--- src/hdl/can_btec_pkg.sv ---
/*
 * Shared constants and types for the CAN bit-timing and error-confinement
 * block: register offsets, field positions, limits and the protocol context.
 * Assumes a 20 MHz oscillator clock and an 8-bit register port.
 */
// How it works
// - Timing registers take writes only while configuration mode is on.
// - Quantum lasts two times prescaler plus one oscillator periods.
// - Jump width code 00 to 11 gives one to four quanta.
// - Propagation segment is propagation field plus one quanta.
// - First phase segment is its field plus one quanta.
// - Triple sample takes majority of three half-quantum spaced samples.
// - Select bit picks phase two from register or max(phase one, 2).
// - Phase two field plus one quanta; host keeps it two or more.
// - Clock pin shows frame start or divided clock when enabled.
// - Wake filter bit enables or disables the wake line filter.
// - Receiver compares computed CRC with received CRC, errors on mismatch.
// - Transmitter errors when acknowledge slot stays recessive.
// - Dominant level in delimiters, end of frame or interframe is form error.
// - Transmitter flags read-back mismatch, except recessive sent in arbitration and any ack slot.
// - Six equal bits from frame start to CRC delimiter is stuff error.
// - Any error aborts transmission and asks for retransmission.
// - Error-active below 128 on both counters, passive otherwise.
// - Active error frames dominant, passive error frames recessive.
// - Transmit counter past 255 means bus-off; no transmit or receive.
// - Bus-off ends alone after 128 runs of 11 recessive bits.
// - Warning flag set at 96 on either counter, cleared when both below.
// - Counters follow CAN update rules; transmit count readable, read-only.
// - Receive count is a read-only register resetting to zero.
// - Passive and warning flags follow their counter thresholds.
// - Bus-off flag set past 255, cleared after bus recovery.
package can_btec_pkg;

    // ---------------------------------------------------------------
    // Register map
    // ---------------------------------------------------------------
    localparam logic [7:0] ADDR_TX_ERR_COUNT = 8'h1C;
    localparam logic [7:0] ADDR_RX_ERR_COUNT = 8'h1D;
    localparam logic [7:0] ADDR_CONFIG_THREE = 8'h28;
    localparam logic [7:0] ADDR_CONFIG_TWO = 8'h29;
    localparam logic [7:0] ADDR_CONFIG_ONE = 8'h2A;
    localparam logic [7:0] ADDR_ERROR_FLAGS = 8'h2D;
    localparam logic [7:0] CONFIG_RESET = 8'h00;
    localparam logic [7:0] CONFIG_THREE_WMASK = 8'hC7;

    // ---------------------------------------------------------------
    // Field positions
    // ---------------------------------------------------------------
    localparam int SJW_HI = 7;
    localparam int SJW_LO = 6;
    localparam int BRP_HI = 5;
    localparam int PHASE_TWO_SRC_BIT = 7;
    localparam int TRIPLE_SAMPLE_BIT = 6;
    localparam int PHASE_ONE_HI = 5;
    localparam int PHASE_ONE_LO = 3;
    localparam int PROP_HI = 2;
    localparam int SOF_SELECT_BIT = 7;
    localparam int WAKE_FILTER_BIT = 6;
    localparam int PHASE_TWO_HI = 2;
    localparam int FLAG_BUS_OFF = 5;
    localparam int FLAG_TX_PASSIVE = 4;
    localparam int FLAG_RX_PASSIVE = 3;
    localparam int FLAG_TX_WARNING = 2;
    localparam int FLAG_RX_WARNING = 1;
    localparam int FLAG_ERR_WARNING = 0;

    // ---------------------------------------------------------------
    // Limits and counts
    // ---------------------------------------------------------------
    localparam logic [7:0] PASSIVE_LIMIT = 8'h80;
    localparam logic [7:0] WARNING_LIMIT = 8'h60;
    localparam logic [7:0] COUNT_MAX = 8'hFF;
    localparam logic [8:0] TX_ERR_STEP = 9'h008;
    localparam logic [7:0] RX_RESTORE = 8'h77;
    localparam logic [7:0] RECOVERY_RUNS = 8'h80;
    localparam logic [3:0] RECESSIVE_RUN = 4'hB;
    localparam logic [2:0] STUFF_LIMIT = 3'h6;
    localparam logic [4:0] IPT_HALVES = 5'h04;
    localparam logic [14:0] CRC_POLY = 15'h4599;
    localparam int CLK_PERIOD_NS = 50;
    localparam int WAKE_FILTER_NS = 100;
    localparam int WAKE_FILTER_CYC =
        (WAKE_FILTER_NS + CLK_PERIOD_NS - 1) / CLK_PERIOD_NS;

    // ---------------------------------------------------------------
    // Types
    // ---------------------------------------------------------------
    typedef enum logic [3:0] {
        FLD_IDLE = 4'h0, FLD_SOF = 4'h1, FLD_ARB = 4'h2, FLD_CTRL = 4'h3,
        FLD_DATA = 4'h4, FLD_CRC = 4'h5, FLD_CRC_DELIM = 4'h6,
        FLD_ACK_SLOT = 4'h7, FLD_ACK_DELIM = 4'h8, FLD_EOF = 4'h9,
        FLD_IFS = 4'hA, FLD_ERROR = 4'hB
    } field_t;

    typedef enum logic [1:0] {
        PH_SYNC = 2'b00, PH_PROP = 2'b01, PH_PS1 = 2'b10, PH_PS2 = 2'b11
    } phase_t;

    typedef struct packed {
        field_t field;
        logic transmitting;
        logic tx_bit;
        logic stuff_bit;
        logic frame_ok;
    } frame_ctx_t;

    typedef struct packed {
        logic crc_err;
        logic ack_err;
        logic form_err;
        logic bit_err;
        logic stuff_err;
    } err_status_t;

endpackage

--- src/hdl/sync2.sv ---
/*
 * Two-flop synchroniser for one asynchronous level.
 * Assumes the input changes slowly relative to clk.
 */
module sync2 (
    input wire logic clk,
    input wire logic rstn,
    input wire logic din,
    output logic dout
);
    logic meta_reg;

    always_ff @(posedge clk or negedge rstn) begin
        if (!rstn) begin
            meta_reg <= 1'b1;
            dout <= 1'b1;
        end else begin
            meta_reg <= din;
            dout <= meta_reg;
        end
    end
endmodule

--- src/hdl/crc15.sv ---
/*
 * CAN CRC-15 shift register, one bit per enable.
 * Assumes the caller clears it before each frame.
 */
module crc15 (
    input wire logic clk,
    input wire logic rstn,
    input wire logic clear,
    input wire logic enable,
    input wire logic bit_in,
    output logic [14:0] crc
);
    import can_btec_pkg::*;

    logic feedback;
    logic [14:0] shifted;

    assign feedback = bit_in ^ crc[14];
    assign shifted = {crc[13:0], 1'b0};

    always_ff @(posedge clk or negedge rstn) begin
        if (!rstn) begin
            crc <= 15'h0000;
        end else if (clear) begin
            crc <= 15'h0000;
        end else if (enable) begin
            crc <= feedback ? (shifted ^ CRC_POLY) : shifted;
        end
    end
endmodule

--- src/hdl/can_bit_timing_error_confinement.sv ---
/*
 * Bit timing, sampling, error detection and error confinement of a CAN
 * controller, with its configuration and counter registers.
 * Assumes a protocol engine on clk supplies the frame context per bit,
 * stable across each sample point, and that clk is the oscillator input.
 */
module can_bit_timing_error_confinement (
    input wire logic clk,
    input wire logic rstn,
    input wire logic bus_receive_pin,
    input wire logic config_mode,
    input wire logic clock_output_enable,
    input wire logic [7:0] reg_addr,
    input wire logic [7:0] reg_wdata,
    input wire logic reg_write,
    output logic [7:0] reg_rdata,
    input wire can_btec_pkg::frame_ctx_t ctx,
    output logic sample_strobe,
    output logic rx_bit,
    output logic bit_start,
    output can_btec_pkg::err_status_t err,
    output logic error_frame_req,
    output logic error_frame_level,
    output logic retransmit_req,
    output logic bus_off,
    output logic clock_output_pin,
    output logic bus_wake
);
    import can_btec_pkg::*;

    // ---------------------------------------------------------------
    // Configuration registers
    // ---------------------------------------------------------------
    logic [7:0] cfg_one_reg, cfg_two_reg, cfg_three_reg;
    logic [7:0] tec_reg, tec_next, rec_reg, rec_next;
    logic bus_off_reg, bus_off_next;
    logic wr_one, wr_two, wr_three;

    assign wr_one = reg_write && config_mode
                    && reg_addr == ADDR_CONFIG_ONE;
    assign wr_two = reg_write && config_mode
                    && reg_addr == ADDR_CONFIG_TWO;
    assign wr_three = reg_write && config_mode
                      && reg_addr == ADDR_CONFIG_THREE;

    always_ff @(posedge clk or negedge rstn) begin
        if (!rstn) begin
            cfg_one_reg <= CONFIG_RESET;
            cfg_two_reg <= CONFIG_RESET;
            cfg_three_reg <= CONFIG_RESET;
        end else begin
            if (wr_one) cfg_one_reg <= reg_wdata;
            if (wr_two) cfg_two_reg <= reg_wdata;
            if (wr_three) cfg_three_reg <= reg_wdata & CONFIG_THREE_WMASK;
        end
    end

    // ---------------------------------------------------------------
    // Register read and error flags
    // ---------------------------------------------------------------
    logic [7:0] flags;
    logic tx_passive, rx_passive, tx_warning, rx_warning;

    assign tx_passive = tec_reg >= PASSIVE_LIMIT;
    assign rx_passive = rec_reg >= PASSIVE_LIMIT;
    assign tx_warning = tec_reg >= WARNING_LIMIT;
    assign rx_warning = rec_reg >= WARNING_LIMIT;

    always_comb begin
        flags = 8'h00;
        flags[FLAG_BUS_OFF] = bus_off_reg;
        flags[FLAG_TX_PASSIVE] = tx_passive;
        flags[FLAG_RX_PASSIVE] = rx_passive;
        flags[FLAG_TX_WARNING] = tx_warning;
        flags[FLAG_RX_WARNING] = rx_warning;
        flags[FLAG_ERR_WARNING] = tx_warning || rx_warning;
    end

    assign reg_rdata =
        (reg_addr == ADDR_TX_ERR_COUNT) ? tec_reg :
        (reg_addr == ADDR_RX_ERR_COUNT) ? rec_reg :
        (reg_addr == ADDR_CONFIG_ONE) ? cfg_one_reg :
        (reg_addr == ADDR_CONFIG_TWO) ? cfg_two_reg :
        (reg_addr == ADDR_CONFIG_THREE) ? cfg_three_reg :
        (reg_addr == ADDR_ERROR_FLAGS) ? flags : 8'h00;

    // ---------------------------------------------------------------
    // Segment lengths in half quanta
    // ---------------------------------------------------------------
    logic [5:0] quantum_prescaler;
    logic [4:0] sjw_h, prop_h, ps1_base_h, ps2_base_h;
    logic [2:0] ph1_field, ph2_field;

    assign quantum_prescaler = cfg_one_reg[BRP_HI:0];
    assign ph1_field = cfg_two_reg[PHASE_ONE_HI:PHASE_ONE_LO];
    assign ph2_field = cfg_three_reg[PHASE_TWO_HI:0];
    assign sjw_h = {2'b00, cfg_one_reg[SJW_HI:SJW_LO], 1'b0}
                   + 5'h02;
    assign prop_h = {1'b0, cfg_two_reg[PROP_HI:0], 1'b0} + 5'h02;
    assign ps1_base_h = {1'b0, ph1_field, 1'b0} + 5'h02;
    assign ps2_base_h = cfg_two_reg[PHASE_TWO_SRC_BIT]
        ? {1'b0, ph2_field, 1'b0} + 5'h02
        : (ps1_base_h > IPT_HALVES ? ps1_base_h : IPT_HALVES);

    // ---------------------------------------------------------------
    // Half-quantum prescaler and phase sequencer
    // ---------------------------------------------------------------
    logic [5:0] div_reg;
    logic hq_tick;
    phase_t phase_reg, phase_next;
    logic [4:0] seg_reg, seg_next, ext_reg, ext_next, cut_reg, cut_next;
    logic [4:0] seg_len, ps2_left, elapsed;
    logic synced_reg, synced_next, restart;
    logic rx_sync, rx_prev_reg, fall_edge, sample_now, bit_end;
    logic [1:0] hist_reg;
    logic bit_val, rx_bit_reg;

    sync2 rx_sync_inst (
        .clk(clk),
        .rstn(rstn),
        .din(bus_receive_pin),
        .dout(rx_sync)
    );

    // Two half-quantum ticks per quantum, so quantum = 2*(brp+1) clocks
    assign hq_tick = div_reg == quantum_prescaler;

    always_comb begin
        case (phase_reg)
            PH_SYNC: seg_len = 5'h02;
            PH_PROP: seg_len = prop_h;
            PH_PS1: seg_len = ps1_base_h + ext_reg;
            default: seg_len = ps2_base_h - cut_reg;
        endcase
    end

    assign ps2_left = seg_len - seg_reg;
    assign elapsed = (phase_reg == PH_PROP) ? seg_reg : prop_h + seg_reg;
    assign fall_edge = rx_prev_reg && !rx_sync && rx_bit_reg
                       && !synced_reg;
    assign sample_now = hq_tick && phase_reg == PH_PS1
                        && seg_reg == seg_len - 5'h01;
    assign bit_end = hq_tick && phase_reg == PH_PS2
                     && seg_reg >= seg_len - 5'h01;

    always_comb begin
        phase_next = phase_reg;
        seg_next = seg_reg;
        ext_next = ext_reg;
        cut_next = cut_reg;
        synced_next = synced_reg;
        restart = 1'b0;
        if (fall_edge && (ctx.field == FLD_IDLE
                          || (phase_reg == PH_PS2 && ps2_left <= sjw_h))) begin
            // Hard sync, or phase error small enough to absorb fully
            restart = 1'b1;
            phase_next = PH_SYNC;
            seg_next = 5'h00;
            ext_next = 5'h00;
            cut_next = 5'h00;
            synced_next = 1'b1;
        end else if (fall_edge && phase_reg == PH_PS2) begin
            cut_next = sjw_h;
            synced_next = 1'b1;
        end else if (fall_edge && phase_reg != PH_SYNC
                     && !ctx.transmitting) begin
            ext_next = elapsed < sjw_h ? elapsed : sjw_h;
            synced_next = 1'b1;
        end else if (bit_end) begin
            phase_next = PH_SYNC;
            seg_next = 5'h00;
            ext_next = 5'h00;
            cut_next = 5'h00;
            synced_next = 1'b0;
        end else if (hq_tick) begin
            if (seg_reg >= seg_len - 5'h01) begin
                phase_next = phase_t'(phase_reg + 2'b01);
                seg_next = 5'h00;
            end else begin
                seg_next = seg_reg + 5'h01;
            end
        end
    end

    // Majority over the two previous half-quantum samples and this one
    assign bit_val = cfg_two_reg[TRIPLE_SAMPLE_BIT]
        ? (hist_reg[1] & hist_reg[0]) | (hist_reg[1] & rx_sync)
          | (hist_reg[0] & rx_sync)
        : rx_sync;

    always_ff @(posedge clk or negedge rstn) begin
        if (!rstn) begin
            div_reg <= 6'h00;
            phase_reg <= PH_SYNC;
            seg_reg <= 5'h00;
            ext_reg <= 5'h00;
            cut_reg <= 5'h00;
            synced_reg <= 1'b0;
            rx_prev_reg <= 1'b1;
            hist_reg <= 2'b11;
            rx_bit_reg <= 1'b1;
            sample_strobe <= 1'b0;
            bit_start <= 1'b0;
        end else begin
            div_reg <= (hq_tick || restart) ? 6'h00 : div_reg + 6'h01;
            phase_reg <= phase_next;
            seg_reg <= seg_next;
            ext_reg <= ext_next;
            cut_reg <= cut_next;
            synced_reg <= synced_next;
            rx_prev_reg <= rx_sync;
            if (hq_tick) hist_reg <= {hist_reg[0], rx_sync};
            if (sample_now) rx_bit_reg <= bit_val;
            sample_strobe <= sample_now;
            bit_start <= bit_end || restart;
        end
    end

    assign rx_bit = rx_bit_reg;

    // ---------------------------------------------------------------
    // Error detection at the sample point
    // ---------------------------------------------------------------
    logic in_stuff_region, in_crc_region, form_field, arb_or_ack;
    logic [2:0] run_reg;
    logic last_reg;
    logic [14:0] crc_calc, crc_rx_reg;
    logic active;
    err_status_t det;
    logic any_err;

    assign active = sample_now && !bus_off_reg;
    assign in_stuff_region = ctx.field inside {FLD_SOF, FLD_ARB, FLD_CTRL,
                                               FLD_DATA, FLD_CRC};
    assign in_crc_region = ctx.field inside {FLD_SOF, FLD_ARB, FLD_CTRL,
                                             FLD_DATA};
    assign form_field = ctx.field inside {FLD_CRC_DELIM, FLD_ACK_DELIM,
                                          FLD_EOF, FLD_IFS};
    assign arb_or_ack = ctx.field inside {FLD_ARB, FLD_ACK_SLOT};

    crc15 crc_inst (
        .clk(clk),
        .rstn(rstn),
        .clear(ctx.field == FLD_IDLE),
        .enable(active && in_crc_region && !ctx.stuff_bit),
        .bit_in(bit_val),
        .crc(crc_calc)
    );

    always_comb begin
        det.crc_err = !ctx.transmitting && ctx.field == FLD_CRC_DELIM
                      && crc_rx_reg != crc_calc;
        det.ack_err = ctx.transmitting && ctx.field == FLD_ACK_SLOT
                      && bit_val;
        det.form_err = form_field && !bit_val;
        det.bit_err = ctx.transmitting && bit_val != ctx.tx_bit
                      && !(ctx.tx_bit && arb_or_ack)
                      && ctx.field != FLD_IDLE
                      && ctx.field != FLD_ERROR
                      && ctx.field != FLD_ACK_SLOT;
        det.stuff_err = in_stuff_region && bit_val == last_reg
                        && run_reg == STUFF_LIMIT - 3'h1;
    end

    assign any_err = active && (det != '0);

    always_ff @(posedge clk or negedge rstn) begin
        if (!rstn) begin
            run_reg <= 3'h0;
            last_reg <= 1'b1;
            crc_rx_reg <= 15'h0000;
            err <= '0;
            error_frame_req <= 1'b0;
            retransmit_req <= 1'b0;
        end else begin
            if (ctx.field == FLD_IDLE || !in_stuff_region) begin
                run_reg <= 3'h0;
            end else if (active) begin
                run_reg <= (bit_val == last_reg) ? run_reg + 3'h1 : 3'h1;
            end
            if (active) last_reg <= bit_val;
            if (active && ctx.field == FLD_CRC && !ctx.stuff_bit) begin
                crc_rx_reg <= {crc_rx_reg[13:0], bit_val};
            end
            err <= active ? det : '0;
            error_frame_req <= any_err;
            retransmit_req <= any_err && ctx.transmitting;
        end
    end

    // Passive nodes signal errors with recessive level
    assign error_frame_level = tx_passive || rx_passive;

    // ---------------------------------------------------------------
    // Error counters and bus-off recovery
    // ---------------------------------------------------------------
    logic [8:0] tec_sum;
    logic [3:0] rec_run_reg, rec_run_next;
    logic [7:0] occur_reg, occur_next;
    logic run_done;

    assign tec_sum = {1'b0, tec_reg} + TX_ERR_STEP;
    assign run_done = rec_run_reg == RECESSIVE_RUN - 4'h1;

    always_comb begin
        tec_next = tec_reg;
        rec_next = rec_reg;
        bus_off_next = bus_off_reg;
        rec_run_next = rec_run_reg;
        occur_next = occur_reg;
        if (bus_off_reg) begin
            if (sample_now) begin
                rec_run_next = (bit_val && !run_done)
                               ? rec_run_reg + 4'h1 : 4'h0;
                if (bit_val && run_done) begin
                    occur_next = occur_reg + 8'h01;
                    if (occur_reg == RECOVERY_RUNS - 8'h01) begin
                        tec_next = 8'h00;
                        rec_next = 8'h00;
                        bus_off_next = 1'b0;
                        occur_next = 8'h00;
                    end
                end
            end
        end else if (any_err && ctx.transmitting) begin
            if (tec_sum > {1'b0, COUNT_MAX}) begin
                tec_next = COUNT_MAX;
                bus_off_next = 1'b1;
            end else begin
                tec_next = tec_sum[7:0];
            end
        end else if (any_err) begin
            if (rec_reg != COUNT_MAX) rec_next = rec_reg + 8'h01;
        end else if (ctx.frame_ok && ctx.transmitting) begin
            if (tec_reg != 8'h00) tec_next = tec_reg - 8'h01;
        end else if (ctx.frame_ok) begin
            if (rec_reg >= PASSIVE_LIMIT) rec_next = RX_RESTORE;
            else if (rec_reg != 8'h00) rec_next = rec_reg - 8'h01;
        end
    end

    always_ff @(posedge clk or negedge rstn) begin
        if (!rstn) begin
            tec_reg <= 8'h00;
            rec_reg <= 8'h00;
            bus_off_reg <= 1'b0;
            rec_run_reg <= 4'h0;
            occur_reg <= 8'h00;
        end else begin
            tec_reg <= tec_next;
            rec_reg <= rec_next;
            bus_off_reg <= bus_off_next;
            rec_run_reg <= rec_run_next;
            occur_reg <= occur_next;
        end
    end

    assign bus_off = bus_off_reg;

    // ---------------------------------------------------------------
    // Clock output pin and wake filter
    // ---------------------------------------------------------------
    logic clkdiv_reg, clock_output_pin_reg, wake_reg;
    logic [3:0] wake_cnt_reg;
    logic wake_full;

    assign wake_full = wake_cnt_reg >= 4'(WAKE_FILTER_CYC);

    always_ff @(posedge clk or negedge rstn) begin
        if (!rstn) begin
            clkdiv_reg <= 1'b0;
            clock_output_pin_reg <= 1'b0;
            wake_cnt_reg <= 4'h0;
            wake_reg <= 1'b0;
        end else begin
            clkdiv_reg <= !clkdiv_reg;
            clock_output_pin_reg <= clock_output_enable
                && (cfg_three_reg[SOF_SELECT_BIT]
                    ? ctx.field == FLD_SOF : clkdiv_reg);
            if (rx_sync) wake_cnt_reg <= 4'h0;
            else if (!wake_full) wake_cnt_reg <= wake_cnt_reg + 4'h1;
            wake_reg <= cfg_three_reg[WAKE_FILTER_BIT]
                        ? wake_full : !rx_sync;
        end
    end

    assign clock_output_pin = clock_output_pin_reg;
    assign bus_wake = wake_reg;

endmodule

--- config.mk ---
export PLATFORM = sky130hd
export DESIGN_NAME = can_bit_timing_error_confinement
export DESIGN_NICKNAME = d
export VERILOG_FILES = /design/src/hdl/can_btec_pkg.sv /design/src/hdl/sync2.sv /design/src/hdl/crc15.sv /design/src/hdl/can_bit_timing_error_confinement.sv
export SDC_FILE = /design/constraint.sdc
export NUM_CORES = 1
export LEC_CHECK = 0
export BUFFER_PORTS_ARGS = -buffer_cell sky130_fd_sc_hd__buf_4
export CORE_AREA = 2 2 146 148
export CTS_BUF_LIST = sky130_fd_sc_hd__clkbuf_2 sky130_fd_sc_hd__clkbuf_4 sky130_fd_sc_hd__clkbuf_8
export CTS_CLUSTER_DIAMETER = 150
export DETAILED_ROUTE_END_ITERATION = 10
export DIE_AREA = 0 0 148 150
export GPL_ROUTABILITY_DRIVEN = 0
export REMOVE_ABC_BUFFERS = 1
export SETUP_SLACK_MARGIN = 0.05
export SYNTH_ARGS = -nofsm -noshare
export SYNTH_HDL_FRONTEND = slang
export SYNTH_SLANG_ARGS = --single-unit
--- constraint.sdc ---
create_clock -name clk -period 11.75 [get_ports clk]
set_input_delay 2.35 -clock clk [delete_from_list [all_inputs] [get_ports clk]]
set_output_delay 2.35 -clock clk [all_outputs]
set_load 0.01 [all_outputs]
==> flow_summary.rst, run 1 <==
.. list-table::
   :header-rows: 1

   * - Metric
     - Value
   * - Status
     - completed
   * - TritonCTS buffer count
     - 17
   * - Post-synthesis cell type count
     - 76
   * - Count of final setup violators
     - 0
   * - Clock latency reported for the late side of the worst-skew pair
     - ~450 ps
   * - Net Sw Frac
     - 0.385
   * - Top post-synthesis cells by count
     - sky130_fd_sc_hd__dfrtp_1 (121), sky130_fd_sc_hd__nand2_1 (70), sky130_fd_sc_hd__nor2_1 (55), sky130_fd_sc_hd__ha_1 (52)
   * - Final antenna-violating net count
     - 0
   * - Num ports
     - 52
   * - Synthesized netlist cell count
     - 849
   * - Number of flops mapped to enable cells by yosys
     - 0
   * - Initial core utilization
     - 0.392
   * - Slew headroom
     - 0.331
   * - Cell types with the largest area share after synthesis
     - sky130_fd_sc_hd__dfrtp_1 (37%), sky130_fd_sc_hd__ha_1 (8.0%), sky130_fd_sc_hd__mux2_2 (5.3%)
   * - Number of buffers added to fix hold violations after cts
     - 0
   * - Max-cap violations
     - 0
   * - Data required time of the critical path
     - about 9400 ps
   * - Count of unresolved DRC violations after routing
     - 0
   * - Post-synthesis cell area
     - slightly above 8000 um2
   * - Number of global-route vias before repair
     - 6100
   * - Worst ir drop on vdd
     - ~0.070 mV
   * - Detailed-route via count
     - 6270
   * - Critical path launch point type
     - input pin
   * - Warnings from Yosys
     - 0
   * - Number of diodes added for antenna fixing
     - 0
   * - Count of input and output buffers
     - 51
   * - Nature of the critical path endpoint
     - output port
   * - Hold Fails Final Rpt
     - 0
   * - Dominant cell type by area after synthesis
     - sky130_fd_sc_hd__dfrtp_1
   * - Data arrival time of the critical path
     - 4490 ps
   * - Cell with the most instances after synthesis
     - sky130_fd_sc_hd__dfrtp_1
   * - Clock transition time at the flip-flop clock pins of the worst setup and hold paths
     - 70 ps
   * - First-pass iteration count of the detailed router
     - 6
   * - Period utilisation layout
     - 0.583
   * - Layout overhead on the synthesized area
     - 12.1%
   * - Global-route usage over all layers
     - 0.178
   * - Setup clock skew after layout
     - 13.0 ps
   * - Final worst-path setup slack
     - 4910 ps
   * - Dpl hpwl
     - roughly 14 mm
   * - Top flip-flop cell by instance count after synthesis
     - sky130_fd_sc_hd__dfrtp_1
   * - Clk pwr share
     - 0.231
   * - Std-Cell Core Area
     - 20700 um2
   * - Die outline area
     - 22200 um2
   * - Std-Cell Rows
     - 53
   * - Global-route wire length before repair
     - around 32 mm
   * - Async set or reset register ratio after synthesis
     - 1.00
   * - Proportion of power drawn by combinational gates
     - 0.404
   * - Share of layout cells above drive strength 1
     - 0.168
   * - Vias/cell
     - between 5 and 6
   * - Syn Area/Cell
     - 9.55 um2
   * - Final slew viol count
     - 0
   * - Width of the die
     - 148 um
   * - Clock buffer depth
     - 2
   * - Summed negative setup slack over all endpoints
     - 0 ps
   * - Slew at the pin with the worst max-slew slack
     - 997 ps
   * - Cell at the root of the clock tree
     - sky130_fd_sc_hd__clkbuf_8
   * - Post-synthesis register bit count
     - 128
   * - Count of instances resized after the clock tree is built
     - 0
   * - Pwr Density
     - 184 nW/um2
   * - Highest net fanout along the worst path
     - 7
   * - Unrepaired setup endpoints after global routing
     - no
   * - Height of the die
     - roughly 150 um
   * - DRT iter0 DRCs
     - between 300 and 400
   * - Minimum clock period after layout
     - 6840 ps
   * - Area share of the largest cell type after synthesis
     - 0.373
   * - Achievable clock frequency
     - 146 MHz
   * - Depth of the CTS H-tree
     - 4
   * - Pin count of the biggest net entering global routing
     - 73
   * - Power spent charging and discharging nets
     - 0.000643 W
   * - Share of the yosys chip area belonging to registers
     - 0.396
   * - Seq pwr share
     - 0.365
   * - Nets@finish
     - approximately 970
   * - Initial antenna violation count
     - 0
   * - GRT overflow
     - 0
   * - Type of the worst setup path
     - input pin to output port
   * - Internal Power
     - between 0.001 and 0.0015 W
   * - Min-Delay Path Class
     - register to register
   * - CTS Sinks
     - 128
   * - Leakage component of the power
     - roughly 4.3 nW
   * - TritonCTS clock tree
     - done
   * - Number of post-CTS setup repair buffers
     - 0
   * - Pre-CTS setup slack
     - 4910 ps
   * - Final wirelength
     - ~19 mm
   * - Final routed wire length divided by cell count
     - 15.9 um
[cells in the final DEF, fill, tap and decap left out, types with 5 or more instances in the layout]
cell type                    n
sky130_fd_sc_hd__nor3_1     15
sky130_fd_sc_hd__nand3_1    41
sky130_fd_sc_hd__o21a_1      5
sky130_fd_sc_hd__nor2b_1    11
sky130_fd_sc_hd__ha_1       52
sky130_fd_sc_hd__nand2_1    70
sky130_fd_sc_hd__a211o_1     8
sky130_fd_sc_hd__nand2b_1   14
sky130_fd_sc_hd__dfstp_2     7
sky130_fd_sc_hd__mux2_2     38
sky130_fd_sc_hd__or3_1      10
sky130_fd_sc_hd__o21ai_0    48
sky130_fd_sc_hd__and2_1      9
sky130_fd_sc_hd__inv_1      48
sky130_fd_sc_hd__clkbuf_8   20
sky130_fd_sc_hd__nor2_1     55
sky130_fd_sc_hd__xor2_1     22
sky130_fd_sc_hd__a22oi_1     6
sky130_fd_sc_hd__dfrtp_1   121
sky130_fd_sc_hd__buf_4      53
sky130_fd_sc_hd__mux2i_1     9
sky130_fd_sc_hd__o31ai_1     6
sky130_fd_sc_hd__o41ai_1     5
sky130_fd_sc_hd__a21oi_1    45
sky130_fd_sc_hd__o22ai_1    11
sky130_fd_sc_hd__xnor2_1    37
sky130_fd_sc_hd__a21o_1     10
sky130_fd_sc_hd__nand4_1    11
sky130_fd_sc_hd__a22o_1      5
sky130_fd_sc_hd__nor4_1      8
sky130_fd_sc_hd__and3_1     10
[stage by stage]
stage	power, W	cells	instance area [um2]	utilization	hold slack [ps]
3_5_place_dp	0.00129	1142	8690	0.420	347
4_1_cts	0.00168	1174	9090	0.439	357
6_report	0.00167	1174	9090	0.439	356
5_1_grt	0.00182	1174	9090	0.439	359
2_1_floorplan	0.00111	813	7930	-	345
3_3_place_gp	0.00128	1142	8690	0.420	346
[power groups by stage]
stage          Clock, W  Combinational [W]  Sequential [W]
3_3_place_gp          0           0.000663        0.000617
4_1_cts        0.000398           0.000678        0.000609
3_5_place_dp          0           0.000673        0.000617
5_1_grt        0.000419           0.000773        0.000625
2_1_floorplan         0           0.000526        0.000585
6_report       0.000386           0.000674        0.000609
[critical path, cell delays in order]
cell and delay [ps]:
sky130_fd_sc_hd__buf_4 110, sky130_fd_sc_hd__nor4b_1 460, sky130_fd_sc_hd__nand3b_1 270, sky130_fd_sc_hd__nor3b_1 680
sky130_fd_sc_hd__a221o_1 260, sky130_fd_sc_hd__a21oi_1 40, sky130_fd_sc_hd__o22ai_1 160, sky130_fd_sc_hd__buf_4 160
[final timing paths]
kind	cells past startpoint	endpoint	slack, ps	start
max	8	reg_rdata[4]	4910	reg_addr[7]
min	0	rx_sync_inst.dout	360	rx_sync_inst.meta_reg
max reg2reg	18	crc_rx_reg[6]	6500	cfg_two_reg[4]
min reg2reg	0	rx_sync_inst.dout	360	rx_sync_inst.meta_reg
max in group asynchronous	2	cut_reg[3]	8560	rstn
min in group asynchronous	1	tec_reg[6]	1850	rstn
[per-layer routing]
| metal | up-vias | GRT usage | routed length, um |
|---|---|---|---|
| met1 | 2985 | 0.254 | 9230 |
| met2 | 157 | 0.268 | 8200 |
| met4 | 0 | 0.0586 | 301 |
| met5 | - | 0 | 0 |
| li1 | 3105 | - | - |
| met3 | 23 | 0.0375 | 947 |
[logic make-up after synthesis]
logic type / synth area share
DFF: 0.396
xor gates and xnor gates: 0.0665
buffers and inverters: 0.0446
muxes: 0.0667
adders and majority gates: 0.0901
and+or+nand+nor: 0.184
AOI/OAI and AO/OA: 0.152
[layout make-up]
type	instances	area, um2
fillers	2031	11600
clock buffers	23	298
clock inverters	9	108
repair buffers	54	409
inverters	49	186
flip-flops and latches	128	3210
multi-input cells	636	4530
well taps	275	344
Power figures use the tool's default switching activity.
==> run 2: changes to the inputs <==
ABC_AREA = 1   (was unset)
CORE_AREA = 2 2 147 149   (was 2 2 146 148)
DIE_AREA = 0 0 149 151   (was 0 0 148 150)
clock period = 6.96 ns   (was 11.75 ns; I/O delays follow)
==> flow_summary.rst, run 2 <==
.. list-table::
   :header-rows: 1

   * - Metric
     - Value
   * - Status
     - completed
   * - Initial antenna violation count
     - 0 (unchanged)
   * - Count of instances resized after the clock tree is built
     - 0 (unchanged)
   * - Type of the worst setup path
     - register to register
   * - Share of the yosys chip area belonging to registers
     - 0.392 (-0.00369)
   * - FF/Latch Area
     - 3210 um2 (unchanged)
   * - Number of post-CTS setup repair buffers
     - 0 (unchanged)
   * - Dpl hpwl
     - 16.0 mm (+15%)
   * - Max-cap violations
     - 0 (unchanged)
   * - Area share of the largest cell type after synthesis
     - 0.370 (-0.00348)
   * - Unrepaired setup endpoints after global routing
     - no
   * - GRT overflow
     - 0 (unchanged)
   * - Slew at the pin with the worst max-slew slack
     - 1000 ps (+7.27 ps)
   * - Worst-path cell chain
     - ha_1 > o22ai_1 > inv_1 > fa_1 > inv_1 > o21ai_0 > inv_1 > nand3_1 > xnor2_1 > ha_1 > nand2_1 > nor2_1 > nand2_1 > inv_1 > nand4_4 > nor2_4 > nand4_1 > o21ai_0
   * - Height of the die
     - 151 um (+0.67%)
   * - Number of flops mapped to enable cells by yosys
     - 0 (unchanged)
   * - Clock buffer depth
     - 2 (unchanged)
   * - Minimum clock period after layout
     - 4970 ps
   * - Number of diodes added for antenna fixing
     - 0 (unchanged)
   * - Hold Fails Final Rpt
     - 0 (unchanged)
   * - Std-Cell Core Area
     - 20800 um2 (+0.64%)
   * - Clock transition time at the flip-flop clock pins of the worst setup and hold paths
     - 90 ps (+20 ps)
   * - CP Buf/Inv Count
     - 4 (+2)
   * - Initial core utilization
     - 0.393 (+0.00117)
   * - Depth of the CTS H-tree
     - 4 (unchanged)
   * - Share of layout cells above drive strength 1
     - 0.113 (-0.0545)
   * - Summed negative setup slack over all endpoints
     - 0 ps (unchanged)
   * - Warnings from Yosys
     - 0 (unchanged)
   * - Count of unresolved DRC violations after routing
     - 0 (unchanged)
   * - Most common cell after layout, fill and taps aside
     - sky130_fd_sc_hd__nand2_1
   * - Worst path top cell family by delay
     - simple AND/OR/NAND/NOR gates
   * - First-pass iteration count of the detailed router
     - 5 (-1)
   * - Cell at the root of the clock tree
     - sky130_fd_sc_hd__clkbuf_8
   * - Syn Area/Cell
     - 7.78 um2 (-19%)
   * - Num ports
     - 52 (unchanged)
   * - DRT iter0 DRCs
     - 446 (+15%)
   * - Slew headroom
     - 0.329 (-0.00238)
   * - Number of buffers added to fix hold violations after cts
     - 0 (unchanged)
   * - Count of final setup violators
     - 0 (unchanged)
   * - Leakage component of the power
     - 4.63 nW (+8.8%)
   * - Highest net fanout along the worst path
     - 30 (+23)
   * - Top post-synthesis cells by count
     - sky130_fd_sc_hd__nand2_1 (237), sky130_fd_sc_hd__inv_1 (135), sky130_fd_sc_hd__dfrtp_1 (121), sky130_fd_sc_hd__nor2_1 (103), sky130_fd_sc_hd__nand3_1 (69)
   * - Final antenna-violating net count
     - 0 (unchanged)
   * - Highest cell delay on the worst timing path
     - 830 ps (+150 ps)
   * - Pin count of the biggest net entering global routing
     - 85 (+16%)
   * - Cell occurring most often along the worst timing path
     - sky130_fd_sc_hd__inv_1
   * - Width of the die
     - 149 um (+0.68%)
   * - Nature of the critical path endpoint
     - register
   * - Final routed wire length divided by cell count
     - 15.0 um (-5.7%)
   * - Worst-path cell with the longest stage delay
     - sky130_fd_sc_hd__nand4_1
   * - Vias/cell
     - 5.10 (-4.6%)
   * - Min-Delay Path Class
     - register to register
   * - Cell types with the largest area share after synthesis
     - sky130_fd_sc_hd__dfrtp_1 (37%), sky130_fd_sc_hd__nand2_1 (11%), sky130_fd_sc_hd__ha_1 (7.9%)
   * - TritonCTS clock tree
     - done
   * - Number of global-route vias before repair
     - 6808 (+12%)
   * - Final wirelength
     - 20.9 mm (+12%)
   * - Pwr Density
     - 261 nW/um2 (+42%)
   * - Achievable clock frequency
     - 201 MHz
   * - Layout filler cell count
     - 2122 (+4.5%)
   * - Final slew viol count
     - 0 (unchanged)
   * - Worst ir drop on vdd
     - 0.178 mV (+150%)
   * - TritonCTS buffer count
     - 17 (unchanged)
   * - Cell with the most instances after synthesis
     - sky130_fd_sc_hd__nand2_1
   * - Clock latency reported for the late side of the worst-skew pair
     - 470 ps (+20 ps)
   * - Period utilisation layout
     - 0.714
   * - Die outline area
     - 22500 um2 (+1.3%)
   * - Critical path launch point type
     - register
   * - Nets@finish
     - 1192 (+23%)
   * - Post-synthesis cell area
     - 8180 um2 (+0.94%)
   * - Data arrival time of the critical path
     - 5320 ps (+830 ps)
   * - CTS Sinks
     - 128 (unchanged)
   * - Global-route wire length before repair
     - 34.2 mm (+8.4%)
   * - Std-Cell Rows
     - 53 (unchanged)
   * - Commonest non-fill, non-tap cells in the layout
     - sky130_fd_sc_hd__nand2_1 (237), sky130_fd_sc_hd__inv_1 (135), sky130_fd_sc_hd__dfrtp_1 (121)
   * - Async set or reset register ratio after synthesis
     - 1.00 (unchanged)
   * - Layout overhead on the synthesized area
     - 13.1%
   * - Area of combinational cells with multiple inputs
     - 4370 um2 (-3.6%)
   * - Dominant cell type by area after synthesis
     - sky130_fd_sc_hd__dfrtp_1
   * - Detailed-route via count
     - 7105 (+13%)
   * - Setup clock skew after layout
     - 13.7 ps (+0.728 ps)
   * - Count of input and output buffers
     - 51 (unchanged)
   * - Post-synthesis register bit count
     - 128 (unchanged)
   * - Synthesized netlist cell count
     - 1052 (+24%)
   * - Data required time of the critical path
     - 7310 ps (-2090 ps)
   * - Post-Route Hold Slack
     - 359 ps (+2.48 ps)
   * - Global-route usage over all layers
     - 0.195 (+0.0173)
   * - Top flip-flop cell by instance count after synthesis
     - sky130_fd_sc_hd__dfrtp_1
   * - Post-synthesis cell type count
     - 47 (-38%)
[run 2: cell types whose count changed in the layout (fill, tap and decap cells not counted), moves of 21 or more]
cell	before	now
sky130_fd_sc_hd__inv_1	48	135
sky130_fd_sc_hd__mux2_2	38	0
sky130_fd_sc_hd__nand2_1	70	237
sky130_fd_sc_hd__nand3_1	41	69
sky130_fd_sc_hd__nor2_1	55	103
sky130_fd_sc_hd__xnor2_1	37	16
[run 2: cell type report]
class                      instances  area share
inverter                         142      0.0576
clock buffer                      17      0.0253
sequential                       128       0.347
clock inverter                    15      0.0185
tap                              275      0.0372
timing repair buffer              52      0.0426
multi-input combinational        765       0.472
[run 2: stage by stage]
step | worst slack [ps] | instance area [um2] | power (W) | utilization | instances
3_5_place_dp | 1980 | 8850 | 0.00176 | 0.425 | 1362
4_1_cts | 1930 | 9260 | 0.00244 | 0.445 | 1394
5_1_grt | 1410 | 9260 | 0.00263 | 0.445 | 1394
2_1_floorplan | 2850 | 8120 | 0.00152 | - | 1035
6_report | 1990 | 9260 | 0.00242 | 0.445 | 1394
3_3_place_gp | 2170 | 8850 | 0.00174 | 0.425 | 1362
[run 2: path summary, 6_finish.rpt]
| check | endpoint | cells past startpoint | slack (ps) | from |
|---|---|---|---|---|
| max | crc_rx_reg[6] | 18 | 1990 | cfg_two_reg[3] |
| min | rx_sync_inst.dout | 0 | 360 | rx_sync_inst.meta_reg |
| max reg2reg | crc_rx_reg[6] | 18 | 1990 | cfg_two_reg[3] |
| min reg2reg | rx_sync_inst.dout | 0 | 360 | rx_sync_inst.meta_reg |
| max in group asynchronous | rx_sync_inst.meta_reg | 2 | 4910 | rstn |
| min in group asynchronous | crc_rx_reg[3] | 1 | 980 | rstn |
[run 2: cells by family after synthesis]
kind of cell	synth area share
xor+xnor	0.0621
flops	0.392
fa+ha+maj	0.0893
buf+inv	0.0734
simple gates	0.272
compound gates	0.111
[run 2: worst register-to-register path: cells and delay by family, from the launching register on]
| family | cells | cell delay (ps) |
|---|---|---|
| adder cells (fa/ha/maj) | 3 | 1160 |
| AO/OA/AOI/OAI | 3 | 1100 |
| AND/OR/NAND/NOR | 7 | 1690 |
| flip-flops | 1 | 450 |
| buffers and inverters | 4 | 400 |
| XOR/XNOR | 1 | 70 |
[run 2: metal layers]
metal | part of all wire | wire length [um] | GRT usage | up-vias
li1 | - | - | - | 3551
met1 | 0.48 | 10000 | 0.273 | 3366
met2 | 0.46 | 9560 | 0.313 | 158
met3 | 0.048 | 1010 | 0.0292 | 30
met4 | 0.015 | 322 | 0.0581 | 0
met5 | 0 | 0 | 0 | -
[run 2: power breakdown]
| part | internal (W) | total (W) | switching [W] |
|---|---|---|---|
| clock network | 0.000302 | 0.000672 | 0.000370 |
| logic | 0.000325 | 0.000866 | 0.000541 |
| registers | 0.000812 | 0.000879 | 0.0000663 |
| total | 0.00144 | 0.00242 | 0.000977 |
==> run 3: changes to the inputs <==
ABC_AREA = 0   (was 1)
CORE_AREA = 2 2 146 148   (was 2 2 147 149)
DIE_AREA = 0 0 148 150   (was 0 0 149 151)
clock period = 5.03 ns   (was 6.96 ns; I/O delays follow)
==> flow_summary.rst, run 3 (synthesized netlist as in run 1, its figures left out) <==
.. list-table::
   :header-rows: 1

   * - Metric
     - Value
   * - Leakage component of the power
     - 4.27 nW (-7.7%)
   * - Post-Route Hold Slack
     - 358 ps (-0.380 ps)
   * - Data required time of the critical path
     - 5360 ps (-1950 ps)
   * - Period utilisation layout
     - 0.906 (+0.192)
   * - Data arrival time of the critical path
     - 4880 ps (-440 ps)
   * - Seq pwr share
     - 0.357 (-0.007)
   * - Final routed wire length divided by cell count
     - 16.5 um (+9.7%)
   * - Worst R2R Start
     - cfg_two_reg[4]
   * - Initial antenna violation count
     - 0 (unchanged)
   * - Instance area after placement
     - 8720 um2 (-1.5%)
   * - Cell at the root of the clock tree
     - sky130_fd_sc_hd__clkbuf_8
   * - Highest net fanout along the worst path
     - 16 (-47%)
   * - Slew headroom
     - 0.383 (+0.0544)
   * - Achievable clock frequency
     - 219 MHz (+9.0%)
   * - Clock latency reported for the late side of the worst-skew pair
     - 450 ps (-20 ps)
   * - Hold Fails Final Rpt
     - 0 (unchanged)
   * - Share of layout cells above drive strength 1
     - 0.176 (+0.0624)
   * - Worst ir drop on vdd
     - 0.165 mV (-7.7%)
   * - Nets@finish
     - 977 (-18%)
   * - Status
     - completed
   * - Count of unresolved DRC violations after routing
     - 0 (unchanged)
   * - Depth of the CTS H-tree
     - 4 (unchanged)
   * - Std-Cell Core Area
     - 20700 um2 (-0.64%)
   * - Nature of the critical path endpoint
     - register
   * - Setup clock skew after layout
     - 15.0 ps (+1.34 ps)
   * - Count of input and output buffers
     - 51 (unchanged)
   * - Type of the worst setup path
     - register to register
   * - Num ports
     - 52 (unchanged)
   * - Fin util
     - 0.444 (-0.00108)
   * - Final antenna-violating net count
     - 0 (unchanged)
   * - Final slew viol count
     - 0 (unchanged)
   * - Height of the die
     - 150 um (-0.66%)
   * - CTS Sinks
     - 128 (unchanged)
   * - Layout filler cell count
     - 2051 (-3.3%)
   * - Most common cell after layout, fill and taps aside
     - sky130_fd_sc_hd__dfrtp_1
   * - Pre-CTS setup slack
     - 167 ps (-1820 ps)
   * - Detailed-route via count
     - 6345 (-11%)
   * - Final worst-path setup slack
     - 473 ps (-1520 ps)
   * - Summed negative setup slack over all endpoints
     - 0 ps (unchanged)
   * - Worst reg2reg path depth
     - 18 (unchanged)
   * - Clock transition time at the flip-flop clock pins of the worst setup and hold paths
     - 70 ps (-20 ps)
   * - Vias/cell
     - 5.38 (+5.6%)
   * - CP Capture Point
     - crc_rx_reg[14]
   * - Pwr Density
     - 437 nW/um2 (+68%)
   * - Initial core utilization
     - 0.392 (-0.00117)
   * - Net Sw Frac
     - 0.388 (-0.0163)
   * - Number of global-route vias before repair
     - 5993 (-12%)
   * - DRT iter0 DRCs
     - 319 (-28%)
   * - Commonest non-fill, non-tap cells in the layout
     - sky130_fd_sc_hd__dfrtp_1 (121), sky130_fd_sc_hd__nand2_1 (69), sky130_fd_sc_hd__buf_4 (58)
   * - Global-route wire length before repair
     - 31.6 mm (-7.7%)
   * - Pin count of the biggest net entering global routing
     - 100 (+18%)
   * - Minimum setup slack among reg-to-reg paths
     - 470 ps (-1520 ps)
   * - Count of final setup violators
     - 0 (unchanged)
   * - Power spent charging and discharging nets
     - 0.00156 W (+59%)
   * - Internal Power
     - 0.00246 W (+71%)
   * - Min-Delay Path Class
     - register to register
   * - Minimum clock period after layout
     - 4560 ps (-410 ps)
   * - Number of diodes added for antenna fixing
     - 0 (unchanged)
   * - Width of the die
     - 148 um (-0.67%)
   * - First-pass iteration count of the detailed router
     - 5 (unchanged)
   * - TritonCTS buffer count
     - 17 (unchanged)
   * - Die outline area
     - 22200 um2 (-1.3%)
   * - Unrepaired setup endpoints after global routing
     - no
   * - GRT overflow
     - 0 (unchanged)
   * - Critical path launch point type
     - register
   * - Slew at the pin with the worst max-slew slack
     - 925 ps (-78.6 ps)
   * - Final wirelength
     - 19.4 mm (-7.2%)
   * - Worst setup startpoint
     - cfg_two_reg[4]
   * - Reg-to-reg critical path endpoint
     - crc_rx_reg[14]
   * - Post-Layout Inst Area
     - 9180 um2 (-0.88%)
   * - Proportion of power drawn by combinational gates
     - 0.401 (+0.043)
   * - Max-cap violations
     - 0 (unchanged)
   * - Global-route usage over all layers
     - 0.179 (-0.0159)
   * - Clock buffer depth
     - 2 (unchanged)
   * - Clk pwr share
     - 0.242 (-0.036)
   * - Layout overhead on the synthesized area
     - 13.2% (about the same)
   * - Dpl hpwl
     - 14.3 mm (-11%)
   * - Number of buffers added to fix hold violations after cts
     - 0 (unchanged)
   * - TritonCTS clock tree
     - done
   * - Std-Cell Rows
     - 53 (unchanged)
## run 3: stage by stage
step	cells	power (W)
3_3_place_gp	1147	0.00303
4_1_cts	1179	0.00404
5_1_grt	1179	0.00433
6_report	1179	0.00401
2_1_floorplan	813	0.00260
3_5_place_dp	1147	0.00305
## run 3: layout make-up
class	count	area, um2	area share
Clock buffer	21	283	0.0308
Sequential cell	128	3210	0.350
Clock inverter	11	155	0.0169
Timing Repair Buffer	59	447	0.0487
Tap cell	275	344	0.0375
Multi-Input combinational cell	636	4550	0.496
Inverter	49	186	0.0203
## run 3: timing repair
action,4_1_cts,5_1_grt
hold endpoints to repair,0,0
resized for setup,0,5
buffers inserted,0,0
endpoints found under the setup margin,0,28
## run 3: how the worst min path moves through the flow
stage / startpoint / endpoint / slack, ps / cells past startpoint
6_report: rx_sync_inst.meta_reg / rx_sync_inst.dout / 360 / 0
5_1_grt: rx_sync_inst.meta_reg / rx_sync_inst.dout / 370 / 0
4_1_cts: rx_sync_inst.meta_reg / rx_sync_inst.dout / 360 / 0
3_5_place_dp: rx_sync_inst.meta_reg / rx_sync_inst.dout / 350 / 0
3_3_place_gp: rx_sync_inst.meta_reg / rx_sync_inst.dout / 350 / 0
2_1_floorplan: rx_sync_inst.meta_reg / rx_sync_inst.dout / 350 / 0
## run 3: critical path, cell delays in order, from the launching register on
cell and delay, ps:
sky130_fd_sc_hd__dfrtp_1 440, sky130_fd_sc_hd__ha_1 350, sky130_fd_sc_hd__nor2_1 60, sky130_fd_sc_hd__o21ai_1 210
sky130_fd_sc_hd__ha_1 270, sky130_fd_sc_hd__a21o_1 170, sky130_fd_sc_hd__a21oi_1 250, sky130_fd_sc_hd__xnor2_1 150
sky130_fd_sc_hd__a21oi_1 100, sky130_fd_sc_hd__xnor2_1 150, sky130_fd_sc_hd__ha_1 290, sky130_fd_sc_hd__and4_1 210
sky130_fd_sc_hd__and3_1 270, sky130_fd_sc_hd__nand3_1 260, sky130_fd_sc_hd__inv_1 190, sky130_fd_sc_hd__nand2b_1 180
sky130_fd_sc_hd__nor2_2 230, sky130_fd_sc_hd__nand4_4 290, sky130_fd_sc_hd__mux2_2 370
## run 3: routing by layer
layer | vias up | track usage | share of wire
met5 | - | 0 | 0
met4 | 0 | 0.0486 | 0.011
met3 | 12 | 0.0357 | 0.043
met2 | 124 | 0.275 | 0.45
met1 | 3090 | 0.258 | 0.49
li1 | 3119 | - | -
## run 3: power by group through the flow
| stage | Sequential (W) | Combinational [W] | Clock [W] |
|---|---|---|---|
| 2_1_floorplan | 0.00137 | 0.00123 | 0 |
| 3_3_place_gp | 0.00144 | 0.00158 | 0 |
| 3_5_place_dp | 0.00145 | 0.00160 | 0 |
| 4_1_cts | 0.00143 | 0.00162 | 0.00100 |
| 5_1_grt | 0.00146 | 0.00183 | 0.00104 |
| 6_report | 0.00143 | 0.00161 | 0.000971 |
